[config.mk]
export PLATFORM = sky130hd
export DESIGN_NAME = opcode_timing_decoder
export DESIGN_NICKNAME = d
export VERILOG_FILES = /design/src/hdl/opcode_timing_pkg.sv /design/src/hdl/op_cycle_timer.sv /design/src/hdl/opcode_timing_decoder.sv
export SDC_FILE = /design/constraint.sdc
export NUM_CORES = 1
export LEC_CHECK = 0
export ABC_AREA = 1
export BUFFER_PORTS_ARGS = -buffer_cell sky130_fd_sc_hd__buf_2
export CORE_MARGIN = 2
export CORE_UTILIZATION = 54
export DETAILED_ROUTE_END_ITERATION = 16
export PLACE_DENSITY = 0.79
export SYNTH_ARGS = -nofsm -noshare
export SYNTH_HDL_FRONTEND = slang
export SYNTH_SLANG_ARGS = --single-unit
[constraint.sdc]
create_clock -name i_ref_clk -period 1.6 [get_ports i_ref_clk]
set_input_delay 0.16 -clock i_ref_clk [delete_from_list [all_inputs] [get_ports i_ref_clk]]
set_output_delay 0.16 -clock i_ref_clk [all_outputs]
set_load 0.02 [all_outputs]
[src/hdl/opcode_timing_pkg.sv]
package opcode_timing_pkg;

	typedef enum logic [3:0] {
		op_none,
		op_swap_operands,
		op_load_effective_offset,
		op_far_load_data_segment,
		op_far_load_extra_segment,
		op_far_load_third_segment,
		op_far_load_fourth_segment,
		op_far_load_stack_segment,
		op_carry_clear,
		op_interrupt_enable_clear,
		op_task_switched_clear,
		op_carry_invert,
		op_flags_to_acc_high
	} op_t;

	typedef enum logic [2:0] {
		seg_none,
		seg_data,
		seg_extra,
		seg_third_extra,
		seg_fourth_extra,
		seg_stack
	} seg_t;

	localparam int CYC_W = 5;

	// One-byte opcodes.
	localparam logic [4:0] SWAP_ACC_TOP = 5'h12;
	localparam logic [7:0] LOAD_EFF_OPC = 8'h8D;
	localparam logic [7:0] FAR_DATA_OPC = 8'hC5;
	localparam logic [7:0] FAR_EXTRA_OPC = 8'hC4;
	localparam logic [7:0] CARRY_CLEAR_OPC = 8'hF8;
	localparam logic [7:0] INT_CLEAR_OPC = 8'hFA;
	localparam logic [7:0] CARRY_INVERT_OPC = 8'hF5;
	localparam logic [7:0] FLAGS_HIGH_OPC = 8'h9F;
	localparam logic [7:0] ESCAPE_OPC = 8'h0F;

	// Second bytes after the escape byte.
	localparam logic [7:0] FAR_THIRD_OPC2 = 8'hB4;
	localparam logic [7:0] FAR_FOURTH_OPC2 = 8'hB5;
	localparam logic [7:0] FAR_STACK_OPC2 = 8'hB2;
	localparam logic [7:0] TS_CLEAR_OPC2 = 8'h06;

	// Operand selector byte fields.
	localparam int MODE_MSB = 7;
	localparam int MODE_LSB = 6;
	localparam int REG_MSB = 5;
	localparam int REG_LSB = 3;
	localparam int RM_MSB = 2;
	localparam int RM_LSB = 0;

	// Clock counts.
	localparam logic [CYC_W-1:0] CYC_SWAP = 5'h03;
	localparam logic [CYC_W-1:0] CYC_LOAD_EFF = 5'h02;
	localparam logic [CYC_W-1:0] CYC_FAR_REAL = 5'h07;
	localparam logic [CYC_W-1:0] CYC_FAR_PROT = 5'h1A;
	localparam logic [CYC_W-1:0] CYC_FAR_PROT_ALT = 5'h1C;
	localparam logic [CYC_W-1:0] CYC_FAR_THIRD_PROT = 5'h1D;
	localparam logic [CYC_W-1:0] CYC_FAR_THIRD_PROT_ALT = 5'h1F;
	localparam logic [CYC_W-1:0] CYC_CARRY = 5'h02;
	localparam logic [CYC_W-1:0] CYC_INT_CLEAR = 5'h08;
	localparam logic [CYC_W-1:0] CYC_TS_CLEAR = 5'h05;
	localparam logic [CYC_W-1:0] CYC_FLAGS_HIGH = 5'h02;

endpackage

[src/hdl/op_cycle_timer.sv]
`timescale 1ns/1ps

module op_cycle_timer #(
	parameter int W = 5
) (
	input wire logic i_ref_clk,
	input wire logic i_rst_n,
	input wire logic i_load,
	input wire logic [W-1:0] i_count,
	output logic o_busy,
	output logic o_done
);

	logic [W-1:0] remain;
	logic busy;
	logic done;
	logic [W-1:0] next_remain;
	logic next_busy;
	logic next_done;

	// A zero count would wrap the counter into a run of 2^W cycles, so it is run as one cycle.
	always_comb begin
		next_remain = remain;
		next_busy = busy;
		next_done = 1'b0;
		if (i_load) begin
			next_remain = (i_count == '0) ? W'(1) : i_count;
			next_busy = 1'b1;
		end else if (busy) begin
			next_remain = remain - W'(1);
			next_busy = (remain != W'(1));
			next_done = (remain == W'(1));
		end
	end

	always_ff @(posedge i_ref_clk or negedge i_rst_n) begin
		if (!i_rst_n) begin
			remain <= '0;
			busy <= 1'b0;
			done <= 1'b0;
		end else begin
			remain <= next_remain;
			busy <= next_busy;
			done <= next_done;
		end
	end

	assign o_busy = busy;
	assign o_done = done;

endmodule // op_cycle_timer

[src/hdl/opcode_timing_decoder.sv]
// Overview of operation
// - Byte 10010 plus register code swaps register with accumulator, 3 clocks.
// - Opcode 10001101 with selector loads effective offset, 2 clocks always.
// - Opcode 11000101 far-loads register and data segment, 7 or 26/28 clocks.
// - Opcode 11000100 far-loads register and extra segment, 7 or 26/28 clocks.
// - Escaped 10110100 far-loads third extra segment, 7 or 29/31 clocks.
// - Escaped 10110101 far-loads fourth extra segment, 7 or 26/28 clocks.
// - Escaped 10110010 far-loads stack segment, 7 or 26/28 clocks.
// - Byte 11111000 clears carry flag in 2 clocks.
// - Byte 11111010 clears interrupt-enable flag in 8 clocks.
// - Escaped 00000110 clears task-switched flag in 5 clocks.
// - Byte 11110101 inverts carry flag in 2 clocks.
// - Byte 10011111 copies low flags to accumulator high byte, 2 clocks.
`timescale 1ns/1ps

module opcode_timing_decoder #(
	parameter int CW = opcode_timing_pkg::CYC_W
) (
	input wire logic i_ref_clk,
	input wire logic i_rst_n,
	input wire logic i_byte_valid,
	input wire logic [7:0] i_byte,
	input wire logic i_protected_mode,
	input wire logic i_alt_timing,
	output logic o_byte_ready,
	output opcode_timing_pkg::op_t o_op,
	output opcode_timing_pkg::seg_t o_seg,
	output logic [2:0] o_reg,
	output logic [1:0] o_mode,
	output logic [2:0] o_rm,
	output logic [CW-1:0] o_cycles,
	output logic o_busy,
	output logic o_done,
	output logic o_illegal,
	output logic o_carry_clear,
	output logic o_carry_invert,
	output logic o_int_enable_clear,
	output logic o_task_switched_clear,
	output logic o_flags_to_acc_high
);

	typedef enum logic [1:0] {
		st_opcode,
		st_escaped,
		st_selector,
		st_run
	} state_t;

	state_t state;
	state_t next_state;
	logic byte_ready;
	logic next_byte_ready;
	opcode_timing_pkg::op_t op;
	opcode_timing_pkg::op_t next_op;
	opcode_timing_pkg::seg_t seg;
	opcode_timing_pkg::seg_t next_seg;
	logic [2:0] reg_sel;
	logic [2:0] next_reg_sel;
	logic [1:0] mode;
	logic [1:0] next_mode;
	logic [2:0] rm;
	logic [2:0] next_rm;
	logic [CW-1:0] cycles;
	logic [CW-1:0] next_cycles;
	logic illegal;
	logic next_illegal;
	logic prot;
	logic next_prot;
	logic start;
	logic [CW-1:0] start_count;
	logic tmr_busy;
	logic tmr_done;
	logic carry_clear;
	logic carry_invert;
	logic int_clear;
	logic ts_clear;
	logic flags_high;
	logic next_carry_clear;
	logic next_carry_invert;
	logic next_int_clear;
	logic next_ts_clear;
	logic next_flags_high;
	logic take;
	logic start_seen;
	logic next_start_seen;

	// Clock count of an instruction, chosen from the operating mode that was
	// sampled with its first byte and the alternate-path input.
	function automatic logic [CW-1:0] cycles_for(
		input opcode_timing_pkg::op_t f_op,
		input logic f_prot,
		input logic f_alt
	);
		logic [CW-1:0] c;
		c = opcode_timing_pkg::CYC_CARRY;
		case (f_op)
			opcode_timing_pkg::op_swap_operands: begin
				c = opcode_timing_pkg::CYC_SWAP;
			end
			opcode_timing_pkg::op_load_effective_offset: begin
				c = opcode_timing_pkg::CYC_LOAD_EFF;
			end
			opcode_timing_pkg::op_far_load_data_segment,
			opcode_timing_pkg::op_far_load_extra_segment,
			opcode_timing_pkg::op_far_load_fourth_segment,
			opcode_timing_pkg::op_far_load_stack_segment: begin
				if (!f_prot) begin
					c = opcode_timing_pkg::CYC_FAR_REAL;
				end else if (f_alt) begin
					c = opcode_timing_pkg::CYC_FAR_PROT_ALT;
				end else begin
					c = opcode_timing_pkg::CYC_FAR_PROT;
				end
			end
			opcode_timing_pkg::op_far_load_third_segment: begin
				if (!f_prot) begin
					c = opcode_timing_pkg::CYC_FAR_REAL;
				end else if (f_alt) begin
					c = opcode_timing_pkg::CYC_FAR_THIRD_PROT_ALT;
				end else begin
					c = opcode_timing_pkg::CYC_FAR_THIRD_PROT;
				end
			end
			opcode_timing_pkg::op_carry_clear: begin
				c = opcode_timing_pkg::CYC_CARRY;
			end
			opcode_timing_pkg::op_interrupt_enable_clear: begin
				c = opcode_timing_pkg::CYC_INT_CLEAR;
			end
			opcode_timing_pkg::op_task_switched_clear: begin
				c = opcode_timing_pkg::CYC_TS_CLEAR;
			end
			opcode_timing_pkg::op_carry_invert: begin
				c = opcode_timing_pkg::CYC_CARRY;
			end
			opcode_timing_pkg::op_flags_to_acc_high: begin
				c = opcode_timing_pkg::CYC_FLAGS_HIGH;
			end
			default: begin
				c = opcode_timing_pkg::CYC_CARRY;
			end
		endcase
		return c;
	endfunction

	assign take = i_byte_valid && byte_ready;

	// Fetch and decode sequencer.
	always_comb begin
		next_state = state;
		next_op = op;
		next_seg = seg;
		next_reg_sel = reg_sel;
		next_mode = mode;
		next_rm = rm;
		next_cycles = cycles;
		next_prot = prot;
		next_illegal = 1'b0;
		start = 1'b0;
		start_count = cycles_for(op, prot, i_alt_timing);
		case (state)
			st_opcode: begin
				if (take) begin
					next_prot = i_protected_mode;
					next_reg_sel = 3'h0;
					next_mode = 2'h0;
					next_rm = 3'h0;
					next_seg = opcode_timing_pkg::seg_none;
					next_op = opcode_timing_pkg::op_none;
					next_state = st_run;
					if (i_byte[7:3] == opcode_timing_pkg::SWAP_ACC_TOP) begin
						next_op = opcode_timing_pkg::op_swap_operands;
						next_reg_sel = i_byte[2:0];
					end else if (i_byte == opcode_timing_pkg::LOAD_EFF_OPC) begin
						next_op = opcode_timing_pkg::op_load_effective_offset;
						next_state = st_selector;
					end else if (i_byte == opcode_timing_pkg::FAR_DATA_OPC) begin
						next_op = opcode_timing_pkg::op_far_load_data_segment;
						next_seg = opcode_timing_pkg::seg_data;
						next_state = st_selector;
					end else if (i_byte == opcode_timing_pkg::FAR_EXTRA_OPC) begin
						next_op = opcode_timing_pkg::op_far_load_extra_segment;
						next_seg = opcode_timing_pkg::seg_extra;
						next_state = st_selector;
					end else if (i_byte == opcode_timing_pkg::CARRY_CLEAR_OPC) begin
						next_op = opcode_timing_pkg::op_carry_clear;
					end else if (i_byte == opcode_timing_pkg::INT_CLEAR_OPC) begin
						next_op = opcode_timing_pkg::op_interrupt_enable_clear;
					end else if (i_byte == opcode_timing_pkg::CARRY_INVERT_OPC) begin
						next_op = opcode_timing_pkg::op_carry_invert;
					end else if (i_byte == opcode_timing_pkg::FLAGS_HIGH_OPC) begin
						next_op = opcode_timing_pkg::op_flags_to_acc_high;
					end else if (i_byte == opcode_timing_pkg::ESCAPE_OPC) begin
						next_state = st_escaped;
					end else begin
						// Bytes outside this slice are refused with a pulse.
						next_illegal = 1'b1;
						next_state = st_opcode;
					end
				end
			end
			st_escaped: begin
				if (take) begin
					next_state = st_selector;
					if (i_byte == opcode_timing_pkg::FAR_THIRD_OPC2) begin
						next_op = opcode_timing_pkg::op_far_load_third_segment;
						next_seg = opcode_timing_pkg::seg_third_extra;
					end else if (i_byte == opcode_timing_pkg::FAR_FOURTH_OPC2) begin
						next_op = opcode_timing_pkg::op_far_load_fourth_segment;
						next_seg = opcode_timing_pkg::seg_fourth_extra;
					end else if (i_byte == opcode_timing_pkg::FAR_STACK_OPC2) begin
						next_op = opcode_timing_pkg::op_far_load_stack_segment;
						next_seg = opcode_timing_pkg::seg_stack;
					end else if (i_byte == opcode_timing_pkg::TS_CLEAR_OPC2) begin
						next_op = opcode_timing_pkg::op_task_switched_clear;
						next_state = st_run;
					end else begin
						next_illegal = 1'b1;
						next_state = st_opcode;
					end
				end
			end
			st_selector: begin
				if (take) begin
					next_mode = i_byte[opcode_timing_pkg::MODE_MSB:
						opcode_timing_pkg::MODE_LSB];
					next_reg_sel = i_byte[opcode_timing_pkg::REG_MSB:
						opcode_timing_pkg::REG_LSB];
					next_rm = i_byte[opcode_timing_pkg::RM_MSB:
						opcode_timing_pkg::RM_LSB];
					next_state = st_run;
				end
			end
			st_run: begin
				// The count starts one cycle after the last byte, once the
				// alternate-path input for far loads has settled.
				if (!tmr_busy && !tmr_done && !start_seen) begin
					start = 1'b1;
					next_cycles = start_count;
				end else if (tmr_done) begin
					next_state = st_opcode;
				end
			end
			default: begin
				next_state = st_opcode;
			end
		endcase
	end

	always_comb begin
		next_start_seen = start_seen;
		if (state != st_run) begin
			next_start_seen = 1'b0;
		end else if (start) begin
			next_start_seen = 1'b1;
		end
	end

	// Flag actions are reported once, as the instruction completes.
	always_comb begin
		next_carry_clear = tmr_done && (op == opcode_timing_pkg::op_carry_clear);
		next_carry_invert = tmr_done && (op == opcode_timing_pkg::op_carry_invert);
		next_int_clear = tmr_done &&
			(op == opcode_timing_pkg::op_interrupt_enable_clear);
		next_ts_clear = tmr_done &&
			(op == opcode_timing_pkg::op_task_switched_clear);
		next_flags_high = tmr_done &&
			(op == opcode_timing_pkg::op_flags_to_acc_high);
		next_byte_ready = (next_state != st_run);
	end

	always_ff @(posedge i_ref_clk or negedge i_rst_n) begin
		if (!i_rst_n) begin
			state <= st_opcode;
			byte_ready <= 1'b0;
			op <= opcode_timing_pkg::op_none;
			seg <= opcode_timing_pkg::seg_none;
			reg_sel <= 3'h0;
			mode <= 2'h0;
			rm <= 3'h0;
			cycles <= '0;
			prot <= 1'b0;
			illegal <= 1'b0;
			start_seen <= 1'b0;
			carry_clear <= 1'b0;
			carry_invert <= 1'b0;
			int_clear <= 1'b0;
			ts_clear <= 1'b0;
			flags_high <= 1'b0;
		end else begin
			state <= next_state;
			byte_ready <= next_byte_ready;
			op <= next_op;
			seg <= next_seg;
			reg_sel <= next_reg_sel;
			mode <= next_mode;
			rm <= next_rm;
			cycles <= next_cycles;
			prot <= next_prot;
			illegal <= next_illegal;
			start_seen <= next_start_seen;
			carry_clear <= next_carry_clear;
			carry_invert <= next_carry_invert;
			int_clear <= next_int_clear;
			ts_clear <= next_ts_clear;
			flags_high <= next_flags_high;
		end
	end

	op_cycle_timer #(
		.W(CW)
	) u_timer (
		.i_ref_clk(i_ref_clk),
		.i_rst_n(i_rst_n),
		.i_load(start),
		.i_count(start_count),
		.o_busy(tmr_busy),
		.o_done(tmr_done)
	);

	assign o_byte_ready = byte_ready;
	assign o_op = op;
	assign o_seg = seg;
	assign o_reg = reg_sel;
	assign o_mode = mode;
	assign o_rm = rm;
	assign o_cycles = cycles;
	assign o_busy = tmr_busy;
	assign o_done = tmr_done;
	assign o_illegal = illegal;
	assign o_carry_clear = carry_clear;
	assign o_carry_invert = carry_invert;
	assign o_int_enable_clear = int_clear;
	assign o_task_switched_clear = ts_clear;
	assign o_flags_to_acc_high = flags_high;

endmodule // opcode_timing_decoder

# Word-level counts from Yosys, hierarchy flattened
# Cells that the tools add are included.
[op_classes]
add_sub_neg = 1
n_mul = 0
div_mod_pow = 0
order_cmp = 0
n_eq_ne = 36
n_shift = 0
muxes = 86
n_bitwise = 0
n_reduce_logical = 23
[op_table]
columns = ["op", "count"]
rows = [
  ["== test 8 bit (second input constant)", 10],
  ["2-to-1 mux 4 bit", 14],
  ["2-to-1 mux 2 bit", 24],
  ["2-to-1 mux 3 bit", 11],
  ["2-to-1 mux 5 bit", 5],
  ["one-hot mux 5 bit (5 select lines)", 1],
  ["2-to-1 mux 1 bit", 24],
  ["== test 4 bit (second input constant)", 5],
  ["one-hot mux 3 bit (2 select lines)", 3],
  ["== test 4 x 3 -> 1 bit (second input constant)", 4],
  ["inequality test 2 bit (second input constant)", 5],
  ["== test 8 x 3 -> 1 bit (second input constant)", 1],
  ["== test 8 x 4 -> 1 bit (second input constant)", 1],
  ["logical AND 1 bit", 8],
  ["one-hot mux 2 bit (4 select lines)", 1],
  ["one-hot mux 4 bit (2 select lines)", 1],
  ["AND reduction 4 bit", 2],
  ["nonzero test 2 bit", 4],
  ["== test 5 x 1 -> 1 bit (second input constant)", 1],
  ["== test 5 bit (second input constant)", 1],
  ["logical NOT 5 bit", 1],
  ["inequality test 5 x 1 -> 1 bit (second input constant)", 1],
  ["inequality test 5 bit (second input constant)", 1],
  ["subtractor 5 x 1 -> 5 bit (second input constant)", 1],
  ["other kinds (12)", 16],
]
[totals]
reg_bits = 38
latch_bits = 0
ram_bits = 0
rom_bits = 0
inputBits = 13
out_inout_bits = 29
wordCells = 165
memories = 0

# Logic depth before layout (Yosys ltp)
# Gate-level depths: netlist of run 1.
[logic_depth]
depth_word = 13
ltp_mapped = 11
ltp_nobuf = 11

# Cells and area by module
# Synthesis of run 1 repeated with hierarchy kept, for this count alone.
[unflattened]
cells_unflattened = 285
hier_area_um2 = 2113.3
[modules_own_cells]
columns = ["module", "instances", "cells_per_inst", "area_each_um2", "seq_area_each_um2"]
rows = [
  ["opcode_timing_decoder", 1, 234, 1721.7, 775.7],
  ["op_cycle_timer", 1, 51, 391.6, 175.2],
]

# Worst setup path after synthesis of run 1
# No wires, ideal clock.
[synth_path]
path_kind = "register -> register"
start = "reg op[0] (netlist: o_op[0])"
end = "reg cycles[1] (netlist: o_cycles[1])"
setup_ps = 118
t_arrival_ps = 1220
required_time_ps = 1482
slack_ps = 262
stages_incl_launch_ff = 10
n_path_buf = 0
synth_period_minus_slack_ps = 1338
cell_sequence = "dfrtp_1 inv_1 nor2_2 nand2_1 nor2_1 nor2_1 o211ai_1 nand3b_1 nand2_1 nand2_1"
[synth_between]
elab_chain_cells = 3
elab_cells_between_ends = 10
cone_classes = "eq/ne: 8; mux: 1; reduce/logical: 1"
[synth_lines]
columns = ["item", "line", "rtl"]
rows = [
  ["start, declared", "opcode_timing_decoder.sv:53", "opcode_timing_pkg::op_t op;"],
  ["start signal, assigned", "opcode_timing_decoder.sv:276", "op <= opcode_timing_pkg::op_none;"],
  ["start signal, assigned", "opcode_timing_decoder.sv:293", "op <= next_op;"],
  ["== test 4 x 2 -> 1 bit or == test 4 x 3 -> 1 bit (tied branches)", "opcode_timing_decoder.sv:96", "case (f_op)"],
  ["OR reduction 4 bit", "opcode_timing_decoder.sv:96", ""],
  ["one-hot mux 5 bit (5 select lines) (*)", "opcode_timing_decoder.sv:96", ""],
  ["end signal, assigned", "opcode_timing_decoder.sv:298", "cycles <= next_cycles;"],
  ["end, declared", "opcode_timing_decoder.sv:63", "logic [CW-1:0] cycles;"],
]
# Every way passes the cells marked *; elsewhere a longest branch is shown, timed or not.
# A chain may end at the register's enable or synchronous reset.

# Worst setup path after layout of run 1
[layout_path]
start = "reg state[0]"
end = "reg u_timer.remain[0]"
[layout_between]
elab_chain_cells = 3
elab_cells_between_ends = 4
cone_classes = "eq/ne: 1; mux: 2; reduce/logical: 1"
[layout_lines]
columns = ["item", "line", "rtl"]
rows = [
  ["start, declared", "opcode_timing_decoder.sv:49", "state_t state;"],
  ["start signal, assigned", "opcode_timing_decoder.sv:274", "state <= st_opcode;"],
  ["start signal, assigned", "opcode_timing_decoder.sv:291", "state <= next_state;"],
  ["== test 2 bit (*)", "opcode_timing_decoder.sv:161", "case (state)"],
  ["2-to-1 mux 1 bit (*)", "opcode_timing_decoder.sv:161", ""],
  ["2-to-1 mux 5 bit or nonzero test 2 bit (tied branches)", "-", ""],
  ["end signal, assigned", "op_cycle_timer.sv:42", "remain <= next_remain;"],
  ["end, declared", "op_cycle_timer.sv:14", "logic [W-1:0] remain;"],
]
# Marks and branches as above.

==> flow_summary_export.csv, run 1 <==
group,metric,value,unit
sta,tightest_slew,476.3,ps
die,die_area,0.004343,sq mm
global_route,grt_first_pass_wirelength,7817,um
run_status,run_status,"finished clean",
routing,dr.first_iter.drc_count,166,
die,row_count,22,
sta,fin_skew,5.818,ps
synthesis,synth.yosys.warnings,0,
sta,final-hold-violation-count,0,
critical_path,end_kind,"register",
routing,routed-via-count,1958,
critical_path,cp_cell_sequence,"nand2_1 -> nor2_2 -> nand3_4 -> clkinv_2 -> nand4_1 -> o211ai_1 -> o21ai_1",
layout,fin_nets,341,
placed_design,detailed_place_hpwl,3400,um
routing,wl_per_cell,12.00,um
critical_path,timing.setup.critical_path_class,"register to register",
power_and_ir_drop,p_total,4.000,mW
global_route,globalRouteMet3Util,0.05451,
synthesis,synthDominantAreaCellType,"dfrtp_1",
routing,postRouteWirelength,4501,um
layout,ratio_of_cells_with_drive_above_1_in_the_final_layout,0.2294,
global_route,total_global_routing_track_utilization,0.2344,
critical_path,cpMaxStageDelayCell,"dfrtp_2",
global_route,global_route.peak_usage_layer,"met2",
die,floorplan.initialDensity,0.5653,
sta,timing.slew.headroom,0.6825,
clock_network,clk_path_buf_depth,2,
clock_network,worstSkewPairLatency,290,ps
min_path,hp-class,"input pin to register",
power_and_ir_drop,pwr_density_cell,1631,mW/mm^2
clock_network,htree_num_levels,2,
placed_design,place_congestion,0.8993,
global_route,grt-ovfl-total,0,
synthesis,synthesized_net_count,291,
global_route,first_global_vias,1860,
synthesis,netlist-cell-type-count,30,
clock_network,cts_tree,"built",
synthesis,syn_inst,276,
clock_network,clock_tree.root_cell,"clkbuf_8",
die,boundaryPins,42,
critical_path,critPathArrivalTime,1640,ps
placed_design,portBuffers,41,
power_and_ir_drop,power.static_leakage,1.292,nW
global_route,met2_demand_to_capacity_share_in_global_routing,0.4003,
synthesis,syn_area_per_cell,7.498,sq um
sta,fmax,681.1,MHz
synthesis,seq_area_frac_synth,0.4595,
clock_network,clkSinkCount,38,
sta,final-setup-viol-count,0,
job,cap_violations,0,
synthesis,synth_top_cell_area_share,0.4595,
clock_network,cts-buffers-inserted,5,
routing,antenna_violating_nets_post_route,0,
critical_path,max_stage_delay,420,ps
global_route,largest_net_degree_at_the_start_of_global_routing,39,
layout,insertedDiodeCount,0,
synthesis,synth.ff_latch_count,38,
die,die_w,65.91,um
layout,finish.instance_area,0.002452,sq mm
sta,min_period_over_period,0.9177,
clock_network,worst_setup_hold_path_clk_slew,70,ps
critical_path,worstPathBufferInverterCount,1,
synthesis,synth.area.top_cells,"dfrtp_1, nand2_1, nor2_1, inv_1, o21ai_0",
critical_path,timing.critical_path.from_type,"register",
die,fp.coreArea,0.003661,sq mm
critical_path,worstPathMaxFanout,10,
die,die-height,65.91,um
sta,minimum_period_implied_by_the_final_worst_setup_slack,1468,ps
routing,post-route-drc-count,0,
placed_design,dp_area,0.002337,sq mm
routing,drt_pass1_iterations,4,
synthesis,netlist_area,0.002069,sq mm
global_route,grt.met1_usage,0.2911,
routing,avgViaCountPerCell,5.221,
layout,syn_to_final_growth,18.50,%
power_and_ir_drop,worst_ir_drop_vdd,1.004,mV
critical_path,required,1770,ps
critical_path,crit_family,"simple AND/OR/NAND/NOR gates",
global_route,grt_antenna_before_repair,0,
sta,finalMaxSlewViolations,0,
[layer usage]
metal  part of all wire  vias up  wire length, um
met4              0.018        0               81
li1                   -      993                -
met1               0.45      905             2007
met3              0.046        7              209
met2               0.49       53             2203
met5                  0        -                0
[power breakdown]
part           switching, mW  leakage (nW)  internal [mW]
clock                  0.332        0.0472          0.346
sequential             0.235         0.488           1.31
combinational           1.17         0.756          0.609
[layout make-up]
type,instances,area (sq um)
fill,321,1209
multi-input combinational,203,984.7
sequential,38,953.4
timing repair buffer,44,230.2
inverter,34,128.9
clock buffer,6,82.58
tap,48,60.06
clock inverter,2,12.51
[logic make-up after synthesis]
kind of cell	Yosys count	share of synthesized area
adder cells (fa/ha/maj)	2	0.01209
AO/OA/AOI/OAI	39	0.1064
XOR/XNOR	2	0.008466
flip-flops	38	0.4595
AND/OR/NAND/NOR	160	0.3489
buffers and inverters	35	0.06469
[metrics by stage]
step	setup TNS (ps)	hold slack, ps	setup slack (ps)	utilization	cells
2_1_floorplan	0	-135.6	262.1	-	276
3_3_place_gp	0	229.6	127.7	0.6384	365
3_5_place_dp	0	233.6	91.81	0.6384	365
4_1_cts	0	81.02	70.54	0.6671	374
5_1_grt	-3.487	77.98	-3.487	0.6699	375
6_report	0	81.29	131.8	0.6699	375
[worst paths after layout]
kind	from	end	slack, ps	cells after the start
hold reg to reg	o_cycles[2]	o_cycles[2]	480	2
setup reg to reg	state[0]	u_timer.remain[0]	130	7
max in group asynchronous	i_rst_n	state[0]	800	3
hold / removal	i_protected_mode	prot	80	3
min in group asynchronous	i_rst_n	u_timer.remain[2]	450	3
setup / recovery	state[0]	u_timer.remain[0]	130	7
[cells in the mapped netlist]
library cell  instances
nand2_1              71
nor2_1               41
dfrtp_1              38
inv_1                28
o21ai_0              14
nand3_1              13
nand2_2               9
nor3_1                8
o21ai_1               8
a21oi_1               6
nand4_1               6
inv_2                 5
o211ai_1              4
nor2_2                3
nor2_4                3
and2_1                2
ha_1                  2
nor4_1                2
o21a_1                2
a21boi_0              1
a22oi_1               1
a31oi_1               1
buf_2                 1
clkinv_2              1
nand3_4               1
nand3b_1              1
o21bai_1              1
o22ai_1               1
xnor2_1               1
xor2_1                1
[placed cells by master (no fill, tap or decap), types with 8 or more instances in the layout]
| cell | n |
|---|---|
| buf_2 | 41 |
| dfrtp_1 | 36 |
| inv_1 | 28 |
| nand2_1 | 71 |
| nand2_2 | 9 |
| nand3_1 | 13 |
| nor2_1 | 41 |
| nor3_1 | 8 |
| o21ai_0 | 14 |
| o21ai_1 | 8 |
[worst min-delay path, cell delays in order]
cell and delay, ps:
buf_2 80, nand2_1 40, o21ai_0 50
[timing repair]
action | CTS | global route
endpoints found under the setup margin | 0 | 4
hold endpoints to repair | 38 | 0
resized for setup | 0 | 2
setup buffers | 0 | 1
hold buffers | 1 | 0
(Power assumes the default switching activity.)
==> run 2, diff against run 1 <==
--- a/config.mk
+++ b/config.mk
@@ -8,9 +8,10 @@
 export ABC_AREA = 1
 export BUFFER_PORTS_ARGS = -buffer_cell sky130_fd_sc_hd__buf_2
 export CORE_MARGIN = 2
-export CORE_UTILIZATION = 54
+export CORE_UTILIZATION = 55
 export DETAILED_ROUTE_END_ITERATION = 16
-export PLACE_DENSITY = 0.79
+export PLACE_DENSITY = 0.8
 export SYNTH_ARGS = -nofsm -noshare
 export SYNTH_HDL_FRONTEND = slang
+export SYNTH_HIERARCHICAL = 1
 export SYNTH_SLANG_ARGS = --single-unit
==> constraint.sdc (replaced) <==
create_clock -name i_ref_clk -period 1.6 [get_ports i_ref_clk]
set_input_delay 0.32 -clock i_ref_clk [delete_from_list [all_inputs] [get_ports i_ref_clk]]
set_output_delay 0.32 -clock i_ref_clk [all_outputs]
set_load 0.02 [all_outputs]
==> run 2 against run 1 <==
Compared with the run above: the flow now finishes with violations (setup timing); sequential cell count unchanged; first-iteration DRC count up 58%; worst hold slack got worse by 15 ps; count of clock-buffer cells in the layout down 1; via count increased by 4.0%; die area grew 0.24%; routed wire length is 9.7% higher; sequential share of layout area decreased by 2.5 points; cell area rose by 6.7%; synthesized cell count rose by 3.3%; clock skew up 1.3 ps; fmax shrank 10%; highest routed layer unchanged.
==> flow_summary_export.csv, run 2 <==
group,metric,value,unit
sta,smallest_setup_slack_after_layout,-35.57,ps
critical_path,worstPathMaxFanout,4,
routing,post-route-drc-count,0,
global_route,grt-ovfl-total,0,
sta,min_period_over_period,1.022,
synthesis,seq_area_frac_synth,0.4500,
layout,layout.cells.most_common,"nand2_1",
synthesis,synth_enable_flop_cells,0,
synthesis,ys_async_sr_fraction,1.000,
die,die_area,0.004354,sq mm
synthesis,post_synth_xor_area_fraction,0.004144,
synthesis,synthesized_net_count,300,
routing,antenna_violating_nets_post_route,0,
critical_path,rr_startpoint,"o_op[0]",
routing,routed-via-count,2037,
clock_network,clk_path_buf_depth,2,
critical_path,worstReg2RegEnd,"u_timer/remain[4]",
layout,fin_nets,360,
power_and_ir_drop,power_frac_clock,0.178,
critical_path,end_kind,"register",
clock_network,worst_setup_hold_path_clk_slew,80,ps
layout,ratio_of_cells_with_drive_above_1_in_the_final_layout,0.2977,
routing,dr.first_iter.drc_count,262,
placed_design,place_worst_setup_slack,17.88,ps
sta,fin_skew,7.124,ps
placed_design,place_congestion,0.9614,
synthesis,synth.area.top_cells,"dfrtp_1, nand2_1, nor2_1, nand3_1, inv_1",
critical_path,timing.critical_path.from_type,"register",
die,die-height,65.99,um
synthesis,postSynth.topFlopCell,"dfrtp_1",
routing,wl_per_cell,12.54,um
synthesis,synth_adder_area_share,0.01184,
critical_path,critPathArrivalTime,1820,ps
sta,minimum_period_implied_by_the_final_worst_setup_slack,1636,ps
power_and_ir_drop,comb_power_share,0.470,
global_route,largest_net_degree_at_the_start_of_global_routing,39,
power_and_ir_drop,switching_power,1.945,mW
critical_path,reg2reg_slack,-40,ps
critical_path,timing.setup.critical_path_class,"register to register",
synthesis,syn_inst,285,
sta,final-setup-viol-count,3,
die,fp.coreArea,0.003689,sq mm
global_route,grt_antenna_before_repair,0,
layout,insertedDiodeCount,0,
synthesis,synth_top_cell_area_share,0.4500,
routing,avgViaCountPerCell,5.170,
sta,finalMaxSlewViolations,0,
routing,drt_pass1_iterations,4,
sta,worst_hold_slack,66.60,ps
synthesis,netlist_area,0.002113,sq mm
routing,postRouteWirelength,4939,um
sta,tightest_slew,463.3,ps
clock_network,cts_hold_buffers,0,
die,floorplan.initialDensity,0.5729,
power_and_ir_drop,power.static_leakage,1.417,nW
sta,grt_setup_unrepaired,"yes",
global_route,grt_first_pass_wirelength,8493,um
synthesis,netlist-cell-type-count,33,
power_and_ir_drop,worst_ir_drop_vdd,0.7301,mV
sta,fmax,611.4,MHz
job,cap_violations,0,
power_and_ir_drop,seqPwrFrac,0.352,
layout,syn_to_final_growth,23.80,%
clock_network,worstSkewPairLatency,290,ps
critical_path,timing.reg2reg.worst_path_depth,9,
synthesis,yosys.cell_count.top_type,"nand2_1",
synthesis,synthDominantAreaCellType,"dfrtp_1",
synthesis,area_fraction_in_compound_gates_after_synthesis,0.1125,
synthesis,synth.ff_latch_count,38,
min_path,hp-class,"input pin to asynchronous set/reset pin",
sta,final-hold-violation-count,0,
die,die_w,65.99,um
placed_design,detailed_place_hpwl,3594,um
synthesis,synth_top_family_by_area,"simple AND/OR/NAND/NOR gates",
layout,leading_cell_types_in_the_layout_fill_and_taps_excluded,"nand2_1, buf_2, nor2_1, dfrtp_1, inv_1",
critical_path,required,1780,ps
layout,layout.cells.non_filler,394,
clock_network,clock_tree.root_cell,"clkbuf_8",
sta,fin_setup_tns,-68.24,ps
power_and_ir_drop,p_total,4.459,mW
clock_network,htree_num_levels,2,
die,row_count,22,
global_route,first_global_vias,1948,
synthesis,syn_area_per_cell,7.415,sq um
run_status,run_status,"finished with violations",
synthesis,synth.area.mux_share,0,
placed_design,placedCellCount,381,
placed_design,portBuffers,41,
clock_network,cts_tree,"built",
run_status,violations,"setup timing",
power_and_ir_drop,pwr_density_cell,1704,mW/mm^2
clock_network,cts-buffers-inserted,5,
synthesis,synth_simple_gate_area_frac,0.3517,
die,boundaryPins,42,
synthesis,ys_top_cells_by_count,"nand2_1, nor2_1, dfrtp_1",
power_and_ir_drop,power.switching_fraction,0.4362,
synthesis,synth.yosys.warnings,6,
global_route,total_global_routing_track_utilization,0.2564,
sta,timing.slew.headroom,0.6912,
power_and_ir_drop,p_int,2.514,mW
clock_network,clkSinkCount,38,
[run 2: cell count changes after synthesis, moves of 2 or more]
cell,delta
nand3_1,+8
inv_2,+7
nand2_1,+6
nor3_1,-5
a21oi_1,-4
nand2_2,-4
inv_1,-3
nor2_2,+3
a31oi_1,+2
nand4_1,-2
o21a_1,-2
o21ai_1,+2
[run 2: layout make-up]
type	instances	area, sq um
fillers	305	1072
multi-input cells	208	1042
flip-flops and latches	38	952.2
repair buffers	55	314.1
inverters	37	138.9
clock buffers	5	68.82
well taps	48	60.06
clock inverters	3	40.04
[run 2: cell families (layout without fill, tap and decap cells)]
| family | Yosys count | in the layout |
|---|---|---|
| AOI/OAI and AO/OA | 39 | 39 |
| xor gates and xnor gates | 1 | 1 |
| adders and majority gates | 2 | 2 |
| buffers and inverters | 39 | 100 |
| DFF | 38 | 38 |
| and+or+nand+nor | 166 | 166 |
[run 2: power groups by stage]
stage                     Combinational (mW)  Clock, mW  Sequential, mW
after CTS                               1.97      0.806            1.56
after floorplan                         1.05          0            1.84
after global placement                  1.92          0            1.56
after global routing                    2.35      0.844            1.61
final                                   2.09      0.795            1.57
after detailed placement                1.95          0            1.57
[run 2: critical path: stages, from the launching register on]
cell and delay, ps:
dfrtp_1 410, inv_2 80, nor2_4 150, inv_2 60
o211ai_1 130, inv_1 130, o21ai_2 210, inv_1 120
a22oi_1 190, nand2_1 70
[run 2: worst max path at each step]
| stage | slack [ps] | cells past startpoint | endpoint | start |
|---|---|---|---|---|
| 5_1_grt | -160 | 9 | u_timer/remain[4] | o_op[0] |
| 3_5_place_dp | 20 | 10 | u_timer/remain[0] | o_op[0] |
| 3_3_place_gp | 120 | 7 | u_timer/remain[0] | o_op[3] |
| 2_1_floorplan | 30 | 9 | u_timer/remain[3] | o_op[0] |
| 6_report | -40 | 9 | u_timer/remain[4] | o_op[0] |
| 4_1_cts | 5 | 10 | u_timer/remain[0] | o_op[0] |
[run 2: stage by stage]
step / instance area [sq um] / utilization
6_report: 2616 / 0.7093
5_1_grt: 2616 / 0.7093
4_1_cts: 2546 / 0.6903
3_5_place_dp: 2437 / 0.6608
3_3_place_gp: 2437 / 0.6608
2_1_floorplan: 2113 / -
[run 2: repair_timing]
item                                    in CTS  in global routing
buffers inserted                             0                  5
endpoints found under the setup margin       0                  8
resized for setup                            0                 11
[run 2: metal layers]
metal | vias to the layer above | wire length [um] | global-route usage
met1 | 926 | 2261 | 0.3425
met2 | 68 | 2280 | 0.4179
li1 | 1037 | - | -
met4 | 0 | 68 | 0.08418
met5 | - | 0 | 0
met3 | 6 | 328 | 0.05111
